## config.mk

```make
export PLATFORM = sky130hd
export DESIGN_NAME = ccr_core_control
export DESIGN_NICKNAME = d
export VERILOG_FILES = /design/src/rtl/ccr_pkg.sv /design/src/rtl/ccr_loop_depth.sv /design/src/rtl/ccr_prio_level.sv /design/src/rtl/ccr_core_control.sv
export SDC_FILE = /design/constraint.sdc
export NUM_CORES = 1
export LEC_CHECK = 0
export BUFFER_PORTS_ARGS = -buffer_cell sky130_fd_sc_hd__buf_4
export CAP_MARGIN = 20
export CORE_MARGIN = 2
export CORE_UTILIZATION = 43
export DETAILED_ROUTE_END_ITERATION = 6
export PLACE_DENSITY = 0.83
export SLEW_MARGIN = 15
export SYNTH_ARGS = -nofsm -noshare
export SYNTH_HDL_FRONTEND = slang
export SYNTH_SLANG_ARGS = --single-unit
```

## constraint.sdc

```tcl
create_clock -name clk_sys -period 2.34 [get_ports clk_sys]
set_input_delay 0.468 -clock clk_sys [delete_from_list [all_inputs] [get_ports clk_sys]]
set_output_delay 0.468 -clock clk_sys [all_outputs]
set_load 0.02 [all_outputs]
```

## src/rtl/ccr_pkg.sv

```systemverilog
// constants, types and field layout of the core control register block
// Notes on behaviour
// - bit 12 set selects unsigned multiplier operands
// - writing one to bit 11 ends loop early
// - early loop exit bit always reads zero
// - bits 10..8 report active loop count
// - bit 7 enables accumulator A saturation
// - bit 6 enables accumulator B saturation
// - bit 5 enables write saturation, resets one
// - bit 4 selects super or normal saturation
// - bit 3 shows priority above seven, clear only
// - priority level is bit 3 over status 7..5
// - bit 2 opens program window in data space
// - bit 1 selects conventional or convergent rounding
// - bit 0 selects integer or fractional multiply
// - bits 15..13 always read zero
package ccr_pkg;

    // ----------------------------------------
    // bus and register map
    // ----------------------------------------
    localparam int ADDR_W = 8;
    localparam int DATA_W = 16;
    localparam logic [ADDR_W-1:0] CORE_CONTROL_OFFSET = 8'h00;
    localparam logic [DATA_W-1:0] CORE_CONTROL_RESET = 16'h0020;

    // ----------------------------------------
    // field positions
    // ----------------------------------------
    localparam int BIT_MUL_UNSIGNED = 12;
    localparam int BIT_EARLY_EXIT = 11;
    localparam int BIT_DEPTH_HI = 10;
    localparam int BIT_DEPTH_LO = 8;
    localparam int BIT_ACC_A_SAT = 7;
    localparam int BIT_ACC_B_SAT = 6;
    localparam int BIT_WRITE_SAT = 5;
    localparam int BIT_SUPER_SAT = 4;
    localparam int BIT_PRIO3 = 3;
    localparam int BIT_PROG_WIN = 2;
    localparam int BIT_CONV_ROUND = 1;
    localparam int BIT_INT_MODE = 0;
    localparam int STATUS_PRIO_HI = 7;
    localparam int STATUS_PRIO_LO = 5;

    // ----------------------------------------
    // loop depth
    // ----------------------------------------
    localparam int DEPTH_W = 3;
    localparam logic [DEPTH_W-1:0] DEPTH_MAX = 3'h7;
    localparam logic [DEPTH_W-1:0] DEPTH_ZERO = 3'h0;

    // ----------------------------------------
    // types
    // ----------------------------------------
    typedef enum logic [0:0] {
        EXIT_IDLE = 1'b0,
        EXIT_ARMED = 1'b1
    } ccr_exit_state_t;

    typedef struct packed {
        logic mulUnsigned;
        logic accASatEn;
        logic accBSatEn;
        logic writeSatEn;
        logic superSatMode;
        logic progWindowEn;
        logic conventionalRound;
        logic integerMode;
    } ccr_dsp_cfg_t;

endpackage

```

## src/rtl/ccr_loop_depth.sv

```systemverilog
// active hardware loop nesting counter
`timescale 1ns/1ps
module ccr_loop_depth
    import ccr_pkg::*;
#(
    parameter int WIDTH = DEPTH_W
) (
    input wire logic clk_sys,
    input wire logic rst_n,
    input wire logic loopPush,
    input wire logic loopPop,
    output logic [WIDTH-1:0] depth
);

    localparam logic [WIDTH-1:0] ONE = WIDTH'(1);
    localparam logic [WIDTH-1:0] FULL = {WIDTH{1'b1}};

    // ----------------------------------------
    // counter, saturating at both ends
    // ----------------------------------------
    always_ff @(posedge clk_sys) begin
        if (!rst_n) begin
            depth <= '0;
        end else if (loopPush && !loopPop && depth != FULL) begin
            depth <= depth + ONE;
        end else if (loopPop && !loopPush && depth != '0) begin
            depth <= depth - ONE;
        end
    end

endmodule

```

## src/rtl/ccr_prio_level.sv

```systemverilog
// clear-only priority bit and four-bit priority level
`timescale 1ns/1ps
module ccr_prio_level
    import ccr_pkg::*;
(
    input wire logic clk_sys,
    input wire logic rst_n,
    input wire logic prioHighSet,
    input wire logic prioHighClr,
    input wire logic swClear,
    input wire logic [2:0] cpuPrioLowBits,
    output logic cpuPrioBit3,
    output logic [3:0] cpuPrioLevel
);

    // ----------------------------------------
    // flag: hardware set wins over any clear
    // ----------------------------------------
    always_ff @(posedge clk_sys) begin
        if (!rst_n) begin
            cpuPrioBit3 <= 1'b0;
        end else if (prioHighSet) begin
            cpuPrioBit3 <= 1'b1;
        end else if (prioHighClr || swClear) begin
            cpuPrioBit3 <= 1'b0;
        end
    end

    // ----------------------------------------
    // level formed from flag and status bits
    // ----------------------------------------
    always_ff @(posedge clk_sys) begin
        if (!rst_n) begin
            cpuPrioLevel <= 4'h0;
        end else begin
            cpuPrioLevel <= {cpuPrioBit3, cpuPrioLowBits};
        end
    end

endmodule

```

## src/rtl/ccr_core_control.sv

```systemverilog
// core control register: dsp configuration, loop and priority status
//
// Our own choices: strobed register access and the register offsets.
`timescale 1ns/1ps
module ccr_core_control
    import ccr_pkg::*;
#(
    parameter int AW = ADDR_W
) (
    input wire logic clk_sys,
    input wire logic rst_n,
    input wire logic [AW-1:0] regAddr,
    input wire logic [DATA_W-1:0] regWrData,
    input wire logic regWrite,
    input wire logic regRead,
    output logic [DATA_W-1:0] regRdData,
    input wire logic loopPush,
    input wire logic loopPop,
    input wire logic loopIterEnd,
    output logic loopExit,
    input wire logic prioHighSet,
    input wire logic prioHighClr,
    input wire logic [DATA_W-1:0] cpuStatusReg,
    output logic [3:0] cpuPrioLevel,
    output logic [DEPTH_W-1:0] loopNestDepth,
    output ccr_dsp_cfg_t dspCfg
);

    // ----------------------------------------
    // decode
    // ----------------------------------------
    logic hit;
    logic wrHit;
    logic rdHit;
    logic wrExit;
    logic swPrioClear;

    assign hit = (regAddr == AW'(CORE_CONTROL_OFFSET));
    assign wrHit = regWrite && hit;
    assign rdHit = regRead && hit;
    assign wrExit = wrHit && regWrData[BIT_EARLY_EXIT];
    assign swPrioClear = wrHit && !regWrData[BIT_PRIO3];

    // ----------------------------------------
    // writable configuration bits
    // ----------------------------------------
    logic mulUnsigned;
    logic accASatEn;
    logic accBSatEn;
    logic writeSatEn;
    logic superSatMode;
    logic progWindowEn;
    logic conventionalRound;
    logic integerMode;

    always_ff @(posedge clk_sys) begin
        if (!rst_n) begin
            mulUnsigned <= CORE_CONTROL_RESET[BIT_MUL_UNSIGNED];
        end else if (wrHit) begin
            mulUnsigned <= regWrData[BIT_MUL_UNSIGNED];
        end
    end

    always_ff @(posedge clk_sys) begin
        if (!rst_n) begin
            accASatEn <= CORE_CONTROL_RESET[BIT_ACC_A_SAT];
            accBSatEn <= CORE_CONTROL_RESET[BIT_ACC_B_SAT];
            writeSatEn <= CORE_CONTROL_RESET[BIT_WRITE_SAT];
            superSatMode <= CORE_CONTROL_RESET[BIT_SUPER_SAT];
        end else if (wrHit) begin
            accASatEn <= regWrData[BIT_ACC_A_SAT];
            accBSatEn <= regWrData[BIT_ACC_B_SAT];
            writeSatEn <= regWrData[BIT_WRITE_SAT];
            superSatMode <= regWrData[BIT_SUPER_SAT];
        end
    end

    always_ff @(posedge clk_sys) begin
        if (!rst_n) begin
            progWindowEn <= CORE_CONTROL_RESET[BIT_PROG_WIN];
        end else if (wrHit) begin
            progWindowEn <= regWrData[BIT_PROG_WIN];
        end
    end

    always_ff @(posedge clk_sys) begin
        if (!rst_n) begin
            conventionalRound <= CORE_CONTROL_RESET[BIT_CONV_ROUND];
            integerMode <= CORE_CONTROL_RESET[BIT_INT_MODE];
        end else if (wrHit) begin
            conventionalRound <= regWrData[BIT_CONV_ROUND];
            integerMode <= regWrData[BIT_INT_MODE];
        end
    end

    // ----------------------------------------
    // configuration outputs
    // ----------------------------------------
    always_ff @(posedge clk_sys) begin
        if (!rst_n) begin
            dspCfg <= '0;
            dspCfg.writeSatEn <= CORE_CONTROL_RESET[BIT_WRITE_SAT];
        end else begin
            dspCfg.mulUnsigned <= mulUnsigned;
            dspCfg.accASatEn <= accASatEn;
            dspCfg.accBSatEn <= accBSatEn;
            dspCfg.writeSatEn <= writeSatEn;
            dspCfg.superSatMode <= superSatMode;
            dspCfg.progWindowEn <= progWindowEn;
            dspCfg.conventionalRound <= conventionalRound;
            dspCfg.integerMode <= integerMode;
        end
    end

    // ----------------------------------------
    // loop nesting depth, hardware only
    // ----------------------------------------
    logic [DEPTH_W-1:0] depth;

    ccr_loop_depth #(
        .WIDTH(DEPTH_W)
    ) u_depth (
        .clk_sys(clk_sys),
        .rst_n(rst_n),
        .loopPush(loopPush),
        .loopPop(loopPop),
        .depth(depth)
    );

    always_ff @(posedge clk_sys) begin
        if (!rst_n) begin
            loopNestDepth <= DEPTH_ZERO;
        end else begin
            loopNestDepth <= depth;
        end
    end

    // ----------------------------------------
    // early loop exit
    // ----------------------------------------
    ccr_exit_state_t exitState;
    ccr_exit_state_t next_exitState;
    logic exitWanted;

    assign exitWanted = (exitState == EXIT_ARMED) || (wrExit && depth != DEPTH_ZERO);

    always_comb begin
        next_exitState = exitState;
        case (exitState)
            EXIT_IDLE: begin
                if (wrExit && depth != DEPTH_ZERO && !loopIterEnd) begin
                    next_exitState = EXIT_ARMED;
                end
            end
            EXIT_ARMED: begin
                if (loopIterEnd || depth == DEPTH_ZERO) begin
                    next_exitState = EXIT_IDLE;
                end
            end
            default: begin
                next_exitState = EXIT_IDLE;
            end
        endcase
    end

    always_ff @(posedge clk_sys) begin
        if (!rst_n) begin
            exitState <= EXIT_IDLE;
        end else begin
            exitState <= next_exitState;
        end
    end

    always_ff @(posedge clk_sys) begin
        if (!rst_n) begin
            loopExit <= 1'b0;
        end else begin
            loopExit <= exitWanted && loopIterEnd;
        end
    end

    // ----------------------------------------
    // priority bit and level
    // ----------------------------------------
    logic prioBit3;

    ccr_prio_level u_prio (
        .clk_sys(clk_sys),
        .rst_n(rst_n),
        .prioHighSet(prioHighSet),
        .prioHighClr(prioHighClr),
        .swClear(swPrioClear),
        .cpuPrioLowBits(cpuStatusReg[STATUS_PRIO_HI:STATUS_PRIO_LO]),
        .cpuPrioBit3(prioBit3),
        .cpuPrioLevel(cpuPrioLevel)
    );

    // ----------------------------------------
    // read path
    // ----------------------------------------
    logic [DATA_W-1:0] readWord;

    always_comb begin
        readWord = '0;
        readWord[BIT_MUL_UNSIGNED] = mulUnsigned;
        readWord[BIT_EARLY_EXIT] = 1'b0;
        readWord[BIT_DEPTH_HI:BIT_DEPTH_LO] = depth;
        readWord[BIT_ACC_A_SAT] = accASatEn;
        readWord[BIT_ACC_B_SAT] = accBSatEn;
        readWord[BIT_WRITE_SAT] = writeSatEn;
        readWord[BIT_SUPER_SAT] = superSatMode;
        readWord[BIT_PRIO3] = prioBit3;
        readWord[BIT_PROG_WIN] = progWindowEn;
        readWord[BIT_CONV_ROUND] = conventionalRound;
        readWord[BIT_INT_MODE] = integerMode;
    end

    always_ff @(posedge clk_sys) begin
        if (!rst_n) begin
            regRdData <= '0;
        end else if (rdHit) begin
            regRdData <= readWord;
        end else begin
            regRdData <= '0;
        end
    end
endmodule

```

==> reports/qor.txt <==
Run status - finished, final reports clean
Worst R2R Start - u_depth.depth[2]$_SDFFE_PN0P_
DR vias - 1108
Routed len/inst - 10.8 µm
TritonCTS clock tree - yes
Core Util, Final - 59.0%
Clock-pin slew on the worst setup and hold paths - 110 ps
Layout Nets - 242
Post-synthesis mux area share - 0.778%
Simple-gate portion of the synthesized area - 24.6%
Fin worst setup slack - 600 ps
Post-CTS Setup Repair Bufs - 0
Post-synth ARST share - 0%
Fmax - 0.575 GHz
Clock Path Buffers - 2
R2R Path End - u_depth.depth[2]$_SDFFE_PN0P_
Initial Utilization - 44.1%
Final Hold Viols - 0
Mapped Cells - 135
Synth Warn # - 0
CTS Buf Count - 5
Post-DRT Antenna Nets - 0
VDD IR max - 0.000264 V
Setup crit end kind - register
Die area - 0.00385 mm²
First-pass GRT wire length - 3630 µm
Compound-gate portion of the synthesized area - 11.7%
Crit path launch - loopPop
Largest family of logic cells by synthesized area - simple AND/OR/NAND/NOR gates
Port Buffers - 57
Setup violators final - 0
Vias in the first global route - 850
Leakage - 0.932 nW
Pins Over Slew Limit - 0
Num rows - 21
DR pass1 iterations - 4
Post-Synth XOR/XNOR Area - 0%
Cells on worst reg2reg path - 7
Share of post-route cells with drive strength above 1 - 35.2%
FF+latch count, synth - 41
Hold depth - 2
Number of synthesized flops with an enable pin - 0
Largest area contributor in the netlist - dfxtp_1
CTS Sinks - 41
Syn Area/Cell - 10.7 µm²
Synth top area cells - dfxtp_1 (57%), and2_1 (11%), a21bo_1 (4.8%), nand4_1 (3.0%), buf_4 (2.1%)
Max-cap viol count - 0
Layout Skew - 0.806 ps
Pwr dens - 606 mW/mm²
CTS root buf - clkbuf_4
Crit path launch type - primary input
Ys flop type - dfxtp_1
Unrepaired setup endpoints after global routing - false
Multi-input gate area - 572 µm²
Crit path DAT - 1960 ps
Sequential cell area - 821 µm²
Commonest non-fill, non-tap cells in the layout - buf_4 (58), dfxtp_1 (41), and2_1 (26)
Initial DRC count - 36
Die Width - 62.0 µm
CP Capture Point - u_depth.depth[2]$_SDFFE_PN0P_
# IOs - 81
DP HPWL - 1950 µm
CTS Hold Bufs - 0
Hold Path Class - primary input to register
Synth Area in Adders - 1.38%
WS Path Type - primary input to register
Mapped cell area - 0.00145 mm²
Yosys top cell area share - 56.7%
Core footprint - 0.00328 mm²
Die Y-Extent - 62.0 µm
Gr usage total - 13.2%
Period minus WS final - 1740 ps
H-Tree Level Count - 2
Fillers - 281
Initial antenna violation count - 0
Worst R2R Setup Slack - 700 ps
Clock latency on the worst-skew pair - 320 ps
Final Cycle Share - 74.4%
Maximum number of pins on one net before global-route repair - 31
P&R area growth vs syn - 33.8%
Critical path peak fanout - 6
Post-synthesis sequential area ratio - 56.7%
N_diodes - 0
Via/cell ratio - 4.64
Worst EP required - 2560 ps
Post-synth cell types - 34
Post-route DRC - 0
Setup TNS - 0 ps
Global route total overflow - 0
Final WL - 2580 µm
Most common cell after layout, fill and taps aside - buf_4
Place WS - 231 ps
Final GP Congestion - 0.762
Resize count post-CTS - 0
-- Yosys cell counts, types with 2 or more instances --
library cell	n
dfxtp_1	41
and2_1	26
a21bo_1	7
nand4_1	7
nand2_1	5
buf_4	4
clkbuf_1	4
nor2b_1	4
a31oi_1	3
nand2b_1	3
nor2_1	3
a211oi_1	2
buf_2	2
nand3_1	2
o21ai_0	2
o21ai_1	2
-- per-layer routing --
metal  part of all wire [%]  global-route usage (%)
met2                     52                    21.1
met3                    6.4                    4.35
met4                   0.54                    6.38
met1                     42                    15.9
met5                      0                       0
-- state kept, by name (all words and copies together), names as in the netlist --
register             cells
accASatEn                1
accBSatEn                1
conventionalRound        1
dspCfg                   8
exitState                1
integerMode              1
loopExit                 1
loopNestDepth            3
mulUnsigned              1
progWindowEn             1
regRdData               12
superSatMode             1
u_depth.depth            3
u_prio.cpuPrioBit3       1
u_prio.cpuPrioLevel      4
writeSatEn               1
-- per-stage QoR --
stage	total power [mW]	instances	hold slack (ps)	cell area, µm²
after floorplan	0.817	138	420	1460
after global placement	0.869	231	426	1890
after detailed placement	0.872	231	429	1890
after CTS	1.19	239	333	1940
after global routing	1.24	239	322	1940
final	1.17	239	344	1940
-- critical path: stages --
cell	delay, ps
buf_4	120
nor2b_1	300
nand2_1	170
fa_1	470
nor3_1	160
a31oi_1	60
o21ai_0	160
a211oi_1	60
-- how the worst min path moves through the flow --
stage	from	endpoint	slack, ps
2_1_floorplan	writeSatEn$_SDFFE_PN1P_	regRdData[5]$_SDFF_PN0_	420
3_3_place_gp	writeSatEn$_SDFFE_PN1P_	regRdData[5]$_SDFF_PN0_	430
3_5_place_dp	accBSatEn$_SDFFE_PN0P_	regRdData[6]$_SDFF_PN0_	430
4_1_cts	cpuStatusReg[5]	u_prio.cpuPrioLevel[0]$_SDFF_PN0_	330
5_1_grt	cpuStatusReg[7]	u_prio.cpuPrioLevel[2]$_SDFF_PN0_	320
6_report	cpuStatusReg[5]	u_prio.cpuPrioLevel[0]$_SDFF_PN0_	340
-- power breakdown --
group / internal (mW) / total (mW) / switching (mW)
Clock: 0.115 / 0.319 / 0.205
Sequential: 0.712 / 0.728 / 0.0159
Combinational: 0.0673 / 0.127 / 0.0597
Total: 0.894 / 1.17 / 0.280
-- cells by family (layout without fill, tap and decap cells) --
kind of cell,count (synthesis),after routing
adder cells (fa/ha/maj),1,1
AND/OR/NAND/NOR,58,58
flip-flops,41,41
multiplexers,1,1
AO/OA/AOI/OAI,22,22
other,1,4
buffers and inverters,11,66
-- layout make-up --
class,instances,share of cell area (%)
timing repair buffer,58,22.5
tap,46,2.97
multi-input combinational,86,29.5
sequential,41,42.4
clock inverter,2,0.517
clock buffer,6,2.13
No activity file was read; power rests on OpenSTA's default activity.
